<file path="config.mk">
export PLATFORM = sky130hd
export DESIGN_NAME = freq_detect_output_select
export DESIGN_NICKNAME = d
export VERILOG_FILES = /design/src/fdo_pkg.sv /design/src/freq_compare.sv /design/src/status_mux.sv /design/src/freq_detect_output_select.sv
export VERILOG_INCLUDE_DIRS = /design/src
export SDC_FILE = /design/constraint.sdc
export NUM_CORES = 1
export LEC_CHECK = 0
export ABC_AREA = 1
export BUFFER_PORTS_ARGS = -buffer_cell sky130_fd_sc_hd__buf_2
export CAP_MARGIN = 10
export CORE_MARGIN = 3
export CORE_UTILIZATION = 45
export CTS_CLUSTER_DIAMETER = 150
export DETAILED_ROUTE_END_ITERATION = 7
export PLACE_DENSITY = 0.61
export REMOVE_ABC_BUFFERS = 1
export SLEW_MARGIN = 15
export SYNTH_ARGS = -nofsm -noshare
export SYNTH_HDL_FRONTEND = slang
export SYNTH_SLANG_ARGS = --single-unit
export TNS_END_PERCENT = 5
</file>
<file path="constraint.sdc">
create_clock -name aclk -period 4.77 [get_ports aclk]
set_clock_uncertainty 0.2 [all_clocks]
set_input_delay 0.954 -clock aclk [delete_from_list [all_inputs] [get_ports aclk]]
set_output_delay 0.954 -clock aclk [all_outputs]
set_load 0.005 [all_outputs]
</file>
<file path="src/fdo_regs.svh">
/*
 * Register offsets, field positions, reset values and limits of the
 * frequency-detect output selector.
 * Assumes a 32-bit AXI4-Lite slave with word-aligned registers.
 */
`ifndef FDO_REGS_SVH
`define FDO_REGS_SVH

// ----------------------------------------------------------------
// register byte offsets
// ----------------------------------------------------------------
`define FDO_LEVEL_OFS      8'h00
`define FDO_BANDWIDTH_OFS  8'h04
`define FDO_MAXFREQ_OFS    8'h08
`define FDO_SELECT_OFS     8'h0C
`define FDO_MASK_OFS       8'h10
`define FDO_STATUS_OFS     8'h14

// ----------------------------------------------------------------
// field positions
// ----------------------------------------------------------------
`define FDO_SEL_OC_LSB     0
`define FDO_SEL_RELAY_LSB  8
`define FDO_STAT_OC_BIT    24
`define FDO_STAT_RELAY_BIT 25

// ----------------------------------------------------------------
// reset values and limits, frequencies in units of 0.01 Hz
// ----------------------------------------------------------------
`define FDO_LEVEL_RESET    16'h0BB8
`define FDO_BW_RESET       16'h03E8
`define FDO_MAXFREQ_RESET  16'h1770
`define FDO_FREQ_LIMIT     16'h9C40
`define FDO_SEL_OC_RESET   5'h0C
`define FDO_SEL_RLY_RESET  5'h11
`define FDO_SEL_MAX        5'h11
`define FDO_MASK_RESET     3'h2

// ----------------------------------------------------------------
// axi responses
// ----------------------------------------------------------------
`define FDO_RESP_OKAY      2'h0
`define FDO_RESP_SLVERR    2'h2
`define FDO_RESP_DECERR    2'h3

`endif

</file>
<file path="src/fdo_pkg.sv">
/*
 * Types shared by the frequency-detect output selector files.
 * Assumes nothing beyond a SystemVerilog package scope.
 */
`default_nettype none

package fdo_pkg;

	typedef logic [15:0] freq_t;
	typedef logic [4:0]  sel_t;
	typedef logic [17:0] cond_t;

	// drive state flags supplied by the rest of the drive
	typedef struct packed {
		logic accelerating;
		logic decelerating;
		logic overload_warn;
		logic inverter_overload;
		logic motor_stall;
		logic overvoltage_trip;
		logic undervoltage_trip;
		logic heatsink_overtemp_trip;
		logic command_lost;
		logic run_command;
		logic output_active;
		logic stopped;
		logic constant_speed;
		logic speed_searching;
		logic waiting_run_command;
		logic other_trip;
		logic restart_retrying;
	} drive_status_s;

endpackage

`default_nettype wire

</file>
<file path="src/freq_compare.sv">
/*
 * Frequency detection comparisons against level and bandwidth.
 * Assumes all frequencies share one unsigned 0.01 Hz format.
 */
`default_nettype none

module freq_compare
	import fdo_pkg::*;
(
	// clock and reset
	input  wire logic  aclk,
	input  wire logic  aresetn,
	// frequencies
	input  wire freq_t cmd_freq,
	input  wire freq_t run_freq,
	input  wire freq_t level,
	input  wire freq_t bandwidth,
	// ramp direction
	input  wire logic  accelerating,
	input  wire logic  decelerating,
	// conditions
	output logic       freq_match_command,
	output logic       freq_match_level_and_command,
	output logic       freq_within_level_band,
	output logic       freq_above_level_hyst
);

	wire freq_t half_bw   = bandwidth >> 1;
	wire freq_t cmd_diff  = (cmd_freq > run_freq) ? cmd_freq - run_freq : run_freq - cmd_freq;
	wire freq_t lvl_diff  = (level > run_freq) ? level - run_freq : run_freq - level;
	// a band reaching below zero makes the lower threshold always met
	wire logic  below_thr = (level < half_bw) || (run_freq > level - half_bw);
	wire logic  at_level  = run_freq >= level;
	logic       hyst_hold;

	assign freq_match_command           = cmd_diff <= half_bw;
	assign freq_match_level_and_command = (cmd_freq == level) && freq_match_command;
	assign freq_within_level_band       = lvl_diff <= half_bw;
	assign freq_above_level_hyst        = accelerating ? at_level :
	                                      decelerating ? below_thr : hyst_hold;

	// at constant speed the last ramp decision holds
	always_ff @(posedge aclk) begin
		if (!aresetn)
			hyst_hold <= 1'b0;
		else
			hyst_hold <= freq_above_level_hyst;
	end

endmodule

`default_nettype wire

</file>
<file path="src/status_mux.sv">
/*
 * One status output: picks a condition code and registers it.
 * Assumes the selector only ever holds codes 0 through 17.
 */
`include "fdo_regs.svh"
`default_nettype none

module status_mux
	import fdo_pkg::*;
(
	// clock and reset
	input  wire logic  aclk,
	input  wire logic  aresetn,
	// selection
	input  wire cond_t cond,
	input  wire sel_t  sel,
	// output
	output logic       status_out
);

	wire logic picked = (sel <= `FDO_SEL_MAX) ? cond[sel] : 1'b0;

	always_ff @(posedge aclk) begin
		if (!aresetn)
			status_out <= 1'b0;
		else
			status_out <= picked;
	end

endmodule

`default_nettype wire

</file>
<file path="src/freq_detect_output_select.sv">
/*
 * Status output selector of a motor drive: frequency detection,
 * drive state and fault conditions routed to the open-collector and
 * relay outputs, with settings held in AXI4-Lite registers.
 * Assumes drive flags and frequencies are synchronous to aclk.
 */
// Chosen here: the AXI4-Lite slave port and the address map.
// Contract
// - code 0: command minus output within half band
// - code 1: command equals level and code 0
// - code 2: level minus running within half band
// - code 3: level crossing with deceleration hysteresis
// - code 4: inverse of code 3
// - level, bandwidth 0 to 400 Hz, not above maximum when written
// - code 8: over-voltage trip
// - code 9: under-voltage trip
// - code 10: heatsink over-temperature trip
// - code 11: frequency command lost
// - code 12: run command and output active
// - code 13 stopped, code 14 constant speed
// - code 16: waiting for run command
// - code 17: fault mask drives output
// - mask bits: under-voltage, other trip, retries
// - each output has its own selector
`include "fdo_regs.svh"
`default_nettype none

module freq_detect_output_select
	import fdo_pkg::*;
#(
	parameter int ADDR_W = 8
)(
	// clock and reset
	input  wire logic              aclk,
	input  wire logic              aresetn,
	// axi4-lite write address
	input  wire logic [ADDR_W-1:0] s_axi_awaddr,
	input  wire logic              s_axi_awvalid,
	output logic                   s_axi_awready,
	// axi4-lite write data
	input  wire logic [31:0]       s_axi_wdata,
	input  wire logic [3:0]        s_axi_wstrb,
	input  wire logic              s_axi_wvalid,
	output logic                   s_axi_wready,
	// axi4-lite write response
	output logic [1:0]             s_axi_bresp,
	output logic                   s_axi_bvalid,
	input  wire logic              s_axi_bready,
	// axi4-lite read address
	input  wire logic [ADDR_W-1:0] s_axi_araddr,
	input  wire logic              s_axi_arvalid,
	output logic                   s_axi_arready,
	// axi4-lite read data
	output logic [31:0]            s_axi_rdata,
	output logic [1:0]             s_axi_rresp,
	output logic                   s_axi_rvalid,
	input  wire logic              s_axi_rready,
	// drive state
	input  wire freq_t             cmd_freq,
	input  wire freq_t             run_freq,
	input  wire drive_status_s     drive_status,
	// status outputs
	output logic                   open_collector_status_out,
	output logic                   relay_contact_status_out
);

	// ----------------------------------------------------------------
	// settings
	// ----------------------------------------------------------------
	freq_t    detect_level_setting;
	freq_t    detect_bandwidth_setting;
	freq_t    maximum_frequency_limit;
	sel_t     transistor_output_selector;
	sel_t     relay_output_selector;
	logic [2:0] fault_indication_mask;

	// ----------------------------------------------------------------
	// conditions
	// ----------------------------------------------------------------
	logic  freq_match_command;
	logic  freq_match_level_and_command;
	logic  freq_within_level_band;
	logic  freq_above_level_hyst;
	wire logic freq_above_level_hyst_inverted = ~freq_above_level_hyst;
	wire logic fault_indication =
		(fault_indication_mask[0] & drive_status.undervoltage_trip) |
		(fault_indication_mask[1] & drive_status.other_trip) |
		(fault_indication_mask[2] & drive_status.restart_retrying);
	wire logic run_and_output = drive_status.run_command & drive_status.output_active;
	wire cond_t cond = {
		fault_indication,
		drive_status.waiting_run_command,
		drive_status.speed_searching,
		drive_status.constant_speed,
		drive_status.stopped,
		run_and_output,
		drive_status.command_lost,
		drive_status.heatsink_overtemp_trip,
		drive_status.undervoltage_trip,
		drive_status.overvoltage_trip,
		drive_status.motor_stall,
		drive_status.inverter_overload,
		drive_status.overload_warn,
		freq_above_level_hyst_inverted,
		freq_above_level_hyst,
		freq_within_level_band,
		freq_match_level_and_command,
		freq_match_command
	};

	freq_compare u_compare (
		.aclk                         (aclk),
		.aresetn                      (aresetn),
		.cmd_freq                     (cmd_freq),
		.run_freq                     (run_freq),
		.level                        (detect_level_setting),
		.bandwidth                    (detect_bandwidth_setting),
		.accelerating                 (drive_status.accelerating),
		.decelerating                 (drive_status.decelerating),
		.freq_match_command           (freq_match_command),
		.freq_match_level_and_command (freq_match_level_and_command),
		.freq_within_level_band       (freq_within_level_band),
		.freq_above_level_hyst        (freq_above_level_hyst)
	);

	status_mux u_oc_mux (
		.aclk       (aclk),
		.aresetn    (aresetn),
		.cond       (cond),
		.sel        (transistor_output_selector),
		.status_out (open_collector_status_out)
	);

	status_mux u_relay_mux (
		.aclk       (aclk),
		.aresetn    (aresetn),
		.cond       (cond),
		.sel        (relay_output_selector),
		.status_out (relay_contact_status_out)
	);

	// ----------------------------------------------------------------
	// write channel capture
	// ----------------------------------------------------------------
	logic              aw_held;
	logic              w_held;
	logic [ADDR_W-1:0] aw_addr;
	logic [31:0]       w_data;
	logic [3:0]        w_strb;

	assign s_axi_awready = ~aw_held & ~s_axi_bvalid;
	assign s_axi_wready  = ~w_held & ~s_axi_bvalid;

	wire logic aw_take = s_axi_awvalid & s_axi_awready;
	wire logic w_take  = s_axi_wvalid & s_axi_wready;
	wire logic wr_fire = aw_held & w_held & ~s_axi_bvalid;

	always_ff @(posedge aclk) begin
		if (!aresetn) begin
			aw_held <= 1'b0;
			w_held  <= 1'b0;
			aw_addr <= '0;
			w_data  <= 32'h0000_0000;
			w_strb  <= 4'h0;
		end else if (wr_fire) begin
			aw_held <= 1'b0;
			w_held  <= 1'b0;
		end else begin
			if (aw_take) begin
				aw_held <= 1'b1;
				aw_addr <= s_axi_awaddr;
			end
			if (w_take) begin
				w_held <= 1'b1;
				w_data <= s_axi_wdata;
				w_strb <= s_axi_wstrb;
			end
		end
	end

	// ----------------------------------------------------------------
	// register decode
	// ----------------------------------------------------------------
	wire logic [7:0] wa = 8'(aw_addr);
	wire logic [7:0] ra = 8'(s_axi_araddr);
	wire logic [31:0] select_word =
		32'({relay_output_selector, 3'h0, transistor_output_selector});
	wire logic [31:0] status_word =
		32'({relay_contact_status_out, open_collector_status_out, 6'h00, cond});

	wire logic [31:0] wr_old =
		(wa == `FDO_LEVEL_OFS)     ? 32'(detect_level_setting) :
		(wa == `FDO_BANDWIDTH_OFS) ? 32'(detect_bandwidth_setting) :
		(wa == `FDO_MAXFREQ_OFS)   ? 32'(maximum_frequency_limit) :
		(wa == `FDO_SELECT_OFS)    ? select_word :
		(wa == `FDO_MASK_OFS)      ? 32'(fault_indication_mask) : 32'h0000_0000;
	wire logic [31:0] strb_mask = {{8{w_strb[3]}}, {8{w_strb[2]}}, {8{w_strb[1]}}, {8{w_strb[0]}}};
	wire logic [31:0] merged    = (w_data & strb_mask) | (wr_old & ~strb_mask);

	wire freq_t new_freq   = merged[15:0];
	wire sel_t  new_oc_sel = merged[`FDO_SEL_OC_LSB +: 5];
	wire sel_t  new_rl_sel = merged[`FDO_SEL_RELAY_LSB +: 5];
	wire logic  freq_hi    = (merged[31:16] != 16'h0000) || (new_freq > `FDO_FREQ_LIMIT);
	// a setting above the maximum frequency is refused and keeps its old value
	wire logic  set_bad    = freq_hi || (new_freq > maximum_frequency_limit);
	wire logic  sel_bad    = (new_oc_sel > `FDO_SEL_MAX) || (new_rl_sel > `FDO_SEL_MAX);

	wire logic hit_lvl  = (wa == `FDO_LEVEL_OFS);
	wire logic hit_bw   = (wa == `FDO_BANDWIDTH_OFS);
	wire logic hit_max  = (wa == `FDO_MAXFREQ_OFS);
	wire logic hit_sel  = (wa == `FDO_SELECT_OFS);
	wire logic hit_mask = (wa == `FDO_MASK_OFS);
	wire logic hit_stat = (wa == `FDO_STATUS_OFS);
	wire logic wr_mapped = hit_lvl | hit_bw | hit_max | hit_sel | hit_mask | hit_stat;
	wire logic wr_refuse = ((hit_lvl | hit_bw) & set_bad) | (hit_max & freq_hi) | (hit_sel & sel_bad);
	wire logic [1:0] wr_resp = !wr_mapped ? `FDO_RESP_DECERR :
	                           wr_refuse  ? `FDO_RESP_SLVERR : `FDO_RESP_OKAY;
	wire logic wr_ok = wr_fire & wr_mapped & ~wr_refuse;

	// ----------------------------------------------------------------
	// setting registers
	// ----------------------------------------------------------------
	always_ff @(posedge aclk) begin
		if (!aresetn) begin
			detect_level_setting       <= `FDO_LEVEL_RESET;
			detect_bandwidth_setting   <= `FDO_BW_RESET;
			maximum_frequency_limit    <= `FDO_MAXFREQ_RESET;
			transistor_output_selector <= `FDO_SEL_OC_RESET;
			relay_output_selector      <= `FDO_SEL_RLY_RESET;
			fault_indication_mask      <= `FDO_MASK_RESET;
		end else if (wr_ok) begin
			if (hit_lvl)
				detect_level_setting <= new_freq;
			if (hit_bw)
				detect_bandwidth_setting <= new_freq;
			if (hit_max)
				maximum_frequency_limit <= new_freq;
			if (hit_sel) begin
				transistor_output_selector <= new_oc_sel;
				relay_output_selector      <= new_rl_sel;
			end
			if (hit_mask)
				fault_indication_mask <= merged[2:0];
		end
	end

	// ----------------------------------------------------------------
	// write response
	// ----------------------------------------------------------------
	always_ff @(posedge aclk) begin
		if (!aresetn) begin
			s_axi_bvalid <= 1'b0;
			s_axi_bresp  <= `FDO_RESP_OKAY;
		end else if (wr_fire) begin
			s_axi_bvalid <= 1'b1;
			s_axi_bresp  <= wr_resp;
		end else if (s_axi_bready) begin
			s_axi_bvalid <= 1'b0;
		end
	end

	// ----------------------------------------------------------------
	// read channel
	// ----------------------------------------------------------------
	assign s_axi_arready = ~s_axi_rvalid;

	wire logic rd_mapped = (ra == `FDO_LEVEL_OFS) || (ra == `FDO_BANDWIDTH_OFS) ||
	                       (ra == `FDO_MAXFREQ_OFS) || (ra == `FDO_SELECT_OFS) ||
	                       (ra == `FDO_MASK_OFS) || (ra == `FDO_STATUS_OFS);
	wire logic [31:0] rd_word =
		(ra == `FDO_LEVEL_OFS)     ? 32'(detect_level_setting) :
		(ra == `FDO_BANDWIDTH_OFS) ? 32'(detect_bandwidth_setting) :
		(ra == `FDO_MAXFREQ_OFS)   ? 32'(maximum_frequency_limit) :
		(ra == `FDO_SELECT_OFS)    ? select_word :
		(ra == `FDO_MASK_OFS)      ? 32'(fault_indication_mask) :
		(ra == `FDO_STATUS_OFS)    ? status_word : 32'h0000_0000;

	always_ff @(posedge aclk) begin
		if (!aresetn) begin
			s_axi_rvalid <= 1'b0;
			s_axi_rdata  <= 32'h0000_0000;
			s_axi_rresp  <= `FDO_RESP_OKAY;
		end else if (s_axi_arvalid && s_axi_arready) begin
			s_axi_rvalid <= 1'b1;
			s_axi_rdata  <= rd_word;
			s_axi_rresp  <= rd_mapped ? `FDO_RESP_OKAY : `FDO_RESP_DECERR;
		end else if (s_axi_rready) begin
			s_axi_rvalid <= 1'b0;
		end
	end

	// ----------------------------------------------------------------
	// checks
	// ----------------------------------------------------------------
	wire freq_t chk_half = detect_bandwidth_setting >> 1;
	wire freq_t chk_cmd_diff = (cmd_freq > run_freq) ? cmd_freq - run_freq : run_freq - cmd_freq;

	fdt_match_a: assert property (@(posedge aclk) disable iff (!aresetn)
		(transistor_output_selector == 5'h00 && chk_cmd_diff <= chk_half)
		|=> open_collector_status_out)
		else $error("code 0 missed a command match");

	level_cmd_a: assert property (@(posedge aclk) disable iff (!aresetn)
		(transistor_output_selector == 5'h01 && cmd_freq != detect_level_setting)
		|=> !open_collector_status_out)
		else $error("code 1 active without level match");

	level_band_a: assert property (@(posedge aclk) disable iff (!aresetn)
		(transistor_output_selector == 5'h02 &&
		 run_freq <= detect_level_setting + chk_half &&
		 run_freq + chk_half >= detect_level_setting && detect_level_setting < 16'h8000)
		|=> open_collector_status_out)
		else $error("code 2 missed level band");

	accel_level_a: assert property (@(posedge aclk) disable iff (!aresetn)
		(transistor_output_selector == 5'h03 && drive_status.accelerating &&
		 run_freq >= detect_level_setting) |=> open_collector_status_out)
		else $error("code 3 missed level crossing");

	accel_inv_a: assert property (@(posedge aclk) disable iff (!aresetn)
		(relay_output_selector == 5'h04 && drive_status.accelerating &&
		 run_freq < detect_level_setting) |=> relay_contact_status_out)
		else $error("code 4 not inverse of code 3");

	level_range_a: assert property (@(posedge aclk) disable iff (!aresetn)
		(detect_level_setting <= `FDO_FREQ_LIMIT) && (detect_bandwidth_setting <= `FDO_FREQ_LIMIT))
		else $error("setting above 400 Hz accepted");

	ov_trip_a: assert property (@(posedge aclk) disable iff (!aresetn)
		(relay_output_selector == 5'h08) |=>
		(relay_contact_status_out == $past(drive_status.overvoltage_trip)))
		else $error("code 8 does not follow over-voltage trip");

	run_out_a: assert property (@(posedge aclk) disable iff (!aresetn)
		(transistor_output_selector == 5'h0C) |=>
		(open_collector_status_out == $past(run_and_output)))
		else $error("code 12 does not follow run and output");

	fault_mask_a: assert property (@(posedge aclk) disable iff (!aresetn)
		(relay_output_selector == 5'h11 && fault_indication_mask == 3'h2 &&
		 drive_status.undervoltage_trip && !drive_status.other_trip)
		|=> !relay_contact_status_out)
		else $error("mask 2 indicated an under-voltage trip");

endmodule

`default_nettype wire

</file>
### Yosys cells after proc, flatten, opt, wreduce, memory -nomap -nowiden

Index checks and enable logic that the tools add are counted.

| word-level totals | value |
|---|---|
| register bits | 148 |
| bits in latches | 0 |
| memory bits (writable) | 0 |
| ROM bits | 0 |
| bits of input ports | 108 |
| output and inout port bits | 43 |
| word-level logic and storage cells | 138 |
| memories kept | 0 |

| operators by class | value |
|---|---|
| add/subtract/negate cells | 5 |
| multiply operators | 0 |
| div/mod/pow operators | 0 |
| magnitude comparators | 15 |
| equal/unequal tests | 11 |
| shift-type cells | 0 |
| mux-type cells | 26 |
| bitwise operators | 36 |
| reduce and logical (&&, ||, !) cells | 26 |

Operator list:

| operator | count |
|---|---|
| $mux W26 | 6 |
| $mux W16 | 5 |
| $gt A16 B16 Y1 | 4 |
| $sub A16 B16 Y16 | 4 |
| $and A16 B32 Y32 | 1 |
| $and A32 B32 Y32 | 1 |
| $eq A8 B4 Y1 const B | 4 |
| $eq A8 B5 Y1 const B | 4 |
| $le A16 B15 Y1 | 2 |
| $not A32 Y32 | 1 |
| $or A32 B32 Y32 | 1 |
| $reduce_and A2 Y1 | 9 |
| $eq A16 B16 Y1 | 1 |
| $eq A8 B3 Y1 const B | 2 |
| $ge A16 B16 Y1 | 1 |
| $gt A16 B16 Y1 const B | 1 |
| $logic_not A8 Y1 | 2 |
| $lt A16 B15 Y1 | 1 |
| $reduce_bool A16 Y1 | 1 |
| $sub A16 B15 Y16 | 1 |
| $and A1 B1 Y1 | 15 |
| $mux W13 | 1 |
| $lt A5 B6 Y1 const B | 2 |
| $bmux W1 S5 | 2 |
| 11 further kinds | 47 |

### Logic depth before layout (Yosys ltp)

| logic depth | value |
|---|---|
| depth after elaboration | 17 |
| mapped depth | 38 |
| depth with buffers taken out | 37 |

### Hierarchy

From an unflattened synthesis, not the netlist that was laid out.

| second synthesis, totals | value |
|---|---|
| cell total of the unflattened synthesis | 2152 |
| area, all modules | 13217.7 µm² |

Modules (own cells, without submodules):

| module | times used | cells each | area each (µm²) | sequential area each (µm²) |
|---|---|---|---|---|
| freq_detect_output_select | 1 | 1066 | 7058.0 | 2642.5 |
| freq_compare | 1 | 958 | 5571.6 | 20.0 |
| status_mux | 2 | 64 | 294.0 | 20.0 |

### Worst setup path after synthesis

No wires, ideal clock.

| timing path | value |
|---|---|
| path type | input port to flip-flop |
| start point | in cmd_freq[0] |
| end point | reg u_relay_mux.status_out |
| library setup time | 0.132 ns |
| arrival time | 4.140 ns |
| data required time | 4.438 ns |
| slack | 0.298 ns |
| cell stages on the path | 34 |
| buffers on the path | 0 |
| path through | inv_1 ha_1 inv_1 fa_1 nand3_1 nand2_1 nand2_1 nand2_1 nand2_1 nand2_1 nand2_1 clkinv_1 o21ai_0 o221ai_1 xor2_1 inv_1 ha_1 inv_1 nor3_1 nand2_1 nand2_1 nand2_1 nand2_1 nand2_1 nand2_1 nand2_1 nand3_1 nand2_1 inv_1 nand2_1 nand2_1 nand2_1 nand2_1 a21oi_1 |

| between the ends | value |
|---|---|
| longest elaborated chain between the ends | 6 |
| elaborated cells on any way between the ends | 9 |
| classes of those cells | add/sub (2); order compare (2); eq/ne (1); mux (3); reduce/logical (1) |

Ends and longest elaborated chain:

| item | line | text |
|---|---|---|
| from (decl) | freq_detect_output_select.sv:59 | `input wire freq_t cmd_freq,` |
| $sub A16 B16 Y16 or $gt A16 B16 Y1 (tied branches) | freq_compare.sv:29 | `wire freq_t cmd_diff = (cmd_freq > run_freq) ? cmd_freq - run_freq : run_freq - cmd_freq;` |
| $mux W16 | freq_compare.sv:29 |  |
| $le A16 B15 Y1 | freq_compare.sv:36 | `assign freq_match_command = cmd_diff <= half_bw;` |
| $logic_and A1 B1 Y1 | freq_compare.sv:37 | `assign freq_match_level_and_command = (cmd_freq == level) && freq_match_command;` |
| $bmux W1 S5 (*) | status_mux.sv:21 | `` wire logic picked = (sel <= `FDO_SEL_MAX) ? cond[sel] : 1'b0; `` |
| $mux W1 (implied by the code) (*) | status_mux.sv:21 |  |
| to (signal assigned) | status_mux.sv:27 | `status_out <= picked;` |
| to (decl) | status_mux.sv:18 | `output logic status_out` |

Mark *: on every way between the ends. The rest lies on a longest branch, timed or not. The select of a mux whose other input is x is not followed.
A chain may end at the register's enable or synchronous reset.

### Worst setup path in the final report

| timing path | value |
|---|---|
| start point | in run_freq[0] |
| end point | reg u_oc_mux.status_out |

| between the ends | value |
|---|---|
| longest elaborated chain between the ends | 7 |
| elaborated cells on any way between the ends | 19 |
| classes of those cells | add/sub (4); order compare (6); mux (6); bitwise (1); reduce/logical (2) |

Ends and longest elaborated chain:

| item | line | text |
|---|---|---|
| from (decl) | freq_detect_output_select.sv:60 | `input wire freq_t run_freq,` |
| parallel branches: the longest is 5 deep, another holds $sub A16 B16 Y16 | n/a |  |
| $bmux W1 S5 (*) | status_mux.sv:21 |  |
| $mux W1 (implied by the code) (*) | status_mux.sv:21 |  |
| to (signal assigned) | status_mux.sv:27 |  |
| to (decl) | status_mux.sv:18 |  |

Every way passes the cells marked *. The select of a mux whose other input is x is not followed.

==> impl_metrics.yaml <==
global_route:
  grt_usage: 0.327
  grt_pass1_vias: 13200
  grt_use_met1: 0.481
  met2_usage: 0.501
  antenna_found_initial: 0
  grt_max_degree: 81
  grt_overflow: 0
  busiest_layer: "met2"
  grt_pass1_wl_um: 75000
  use_met3: 0.0508
routing:
  drt-total-wl_um: 49300
  ant_nets: 0
  wl_per_cell_um: 18.3
  drt_iter0_markers: 1413
  vias: 14400
  routed_via_density: 5.34
  first_pass_iters: 6
  drc: 0
synthesis:
  synth_mux_area_frac: 0.00321
  async_flop_share: 0
  synth_cell_types: 56
  synth-simple-area-share: 0.310
  synth_area_leader_cell: "dfxtp_1"
  synth-xor-area-share: 0.0344
  synth_top_area_frac: 0.217
  synthTopCellsByArea: "dfxtp_1, nand2_1, ha_1"
  yosysSeqAreaShare: 0.217
  synth_top_family_by_area: "simple AND/OR/NAND/NOR gates"
  synth_edf_count: 0
  synth_compound_area_frac: 0.175
  avgSynthCellArea_sq_um: 6.24
  syn_inst: 1998
  synth-main-ff-cell: "dfxtp_1"
  ys.warnings.count: 0
  syn_area_sq_um: 12500
  synthAdderAreaFrac: 0.149
  synth.ff_latch_count: 135
die:
  die-height_um: 172
  ios: 151
  initial_core_util: 0.460
  dieArea_sq_um: 29700
  row_count: 60
  core_sq_um: 27100
  die_w_um: 172
pwr:
  finalPower_mw: 3.81
  ir_worst_vdd_v: 0.000205
  powerDensity_nw_per_um2: 243
  leakage_nw: 8.54
final_layout:
  layout.cells.non_filler: 2690
  syn2layout_area_growth_pct: 25.8
  diodes: 0
  fin_nets: 2558
  drive_above_1_share: 0.195
place:
  pre_cts_ws_ns: -0.319
  dpl.hpwl_um: 40300
  place_inst: 2654
  io_buffers: 138
  gp_congestion: 0.989
timing:
  maxSlewViolCount: 0
  tns_ns: 0
  max_freq_ghz: 0.222
  max_slew_margin: 0.361
  hold_slack_ns: 0.262
  hold_viol_final: 0
  worstMarginPinSlew_ns: 0.958
  fin_ws_ns: 0.276
  setup_violations: 0
  final.period_utilization: 0.942
  finalCriticalPeriod_ns: 4.49
setup_path:
  critPathSlowestCell: "fa_1"
  worstPathMaxFanout: 7
  cp.required_ns: 4.93
  start_kind: "input port"
  worstPathArrival_ns: 4.66
  crit_path_end_kind: "flop"
  cp_common_cell: "nand2_1"
  cpPeakStageDelay_ns: 0.40
  critPathKind: "in2reg"
clock_tree:
  cts_tree: "done"
  htree_levels: 4
  root_buffer: "clkbuf_16"
  ctsHoldBuffers: 0
  path_clk_slew_ns: 0.07
  clock_path_buffers: 2
  cts_made_buffers: 17
  clock-sinks: 135
  clock_latency_ns: 0.43
hold_path:
  hold_class: "reg2reg"
run:
  cap_violations: 0
status:
  outcome: "finished clean"
report_power, final:
part           internal, mW  switching [mW]
clock network         0.742           0.632
logic                 0.472           0.767
registers              1.17          0.0296
timing repair:
item,CTS,global route
setup endpoints to repair,1,7
buffers inserted,0,3
resized for setup,2,59
cloned,0,1
pin swaps,0,11
synthesized netlist by cell type, types with 7 or more instances:
cell	count
nor2_1	267
o21ai_0	108
o211ai_1	12
o2111ai_1	8
nand2_1	517
xor2_1	28
inv_1	264
inv_2	8
a21o_1	9
o221ai_1	14
a21oi_1	152
nand4_1	19
nand2_2	7
nand3_1	104
buf_4	16
dfxtp_1	135
nor3_1	13
o21bai_1	18
ha_1	140
clkbuf_1	33
buf_2	13
xnor2_1	21
cell families (layout without fill, tap and decap cells):
group | after synthesis | after routing
flip-flops | 135 | 135
adder cells (fa/ha/maj) | 145 | 145
other | 1 | 12
buffers and inverters | 345 | 654
multiplexers | 4 | 4
AO/OA/AOI/OAI | 371 | 371
XOR/XNOR | 49 | 49
AND/OR/NAND/NOR | 948 | 948
worst max-delay path: cells and delay by family:
family	cells	cell delay [ns]
AOI/OAI and AO/OA	4	0.54
buffers and inverters	5	0.69
and+or+nand+nor	18	1.37
adders and majority gates	3	0.87
xor gates and xnor gates	1	0.21
registers in the layout, summed over array words and instances, names as in the netlist, 2 cells and up:
name / count
w_data: 32
s_axi_rdata: 20
detect_bandwidth_setting: 16
detect_level_setting: 16
maximum_frequency_limit: 16
aw_addr: 8
relay_output_selector: 5
transistor_output_selector: 5
w_strb: 4
fault_indication_mask: 3
s_axi_bresp: 2
final timing paths:
path | start | endpoint | slack [ns] | cells past startpoint
worst max-delay path | run_freq[0] | u_oc_mux.status_out | 0.28 | 31
worst min-delay path | s_axi_rdata[4] | s_axi_rdata[4] | 0.26 | 2
worst max register to register | detect_bandwidth_setting[3] | s_axi_rdata[3] | 0.32 | 27
worst min register to register | s_axi_rdata[4] | s_axi_rdata[4] | 0.26 | 2
metrics by stage:
stage,util,area [sq um]
2_1_floorplan,-,12100
3_3_place_gp,0.547,14800
3_5_place_dp,0.547,14800
4_1_cts,0.569,15400
5_1_grt,0.578,15700
6_report,0.578,15700
area by class of cell:
| class | instances | area, sq um |
|---|---|---|
| clock buffers | 17 | 425 |
| well taps | 372 | 465 |
| repair buffers | 344 | 2260 |
| fillers | 2789 | 11400 |
| flip-flops and latches | 135 | 2700 |
| inverters | 277 | 1050 |
| repair inverters | 1 | 7.51 |
| clock inverters | 15 | 160 |
| multi-input cells | 1529 | 8600 |
cell usage in the layout (no fill, tap or decap), drive strengths merged, types with 5 or more instances in the layout:
cell type / count
o21ai: 113
buf: 344
inv: 279
o41ai: 5
a21o: 9
a221oi: 6
clkinvlp: 6
conb: 12
clkbuf: 17
o221ai: 14
nand2: 525
xor2: 28
o21bai: 18
a21oi: 154
o211ai: 12
nor2: 274
nand4: 21
a21boi: 6
xnor2: 21
a31oi: 6
dfxtp: 135
nor3: 13
o2111ai: 8
ha: 140
a211oi: 5
nand3: 104
clkinv: 7
o21a: 6
fa: 5
per-layer routing:
layer	up-vias	wire length (um)
met5	-	0
met1	6567	23300
li1	7095	-
met4	0	1230
met2	631	20800
met3	77	4010
Power figures use the tool's default switching activity.
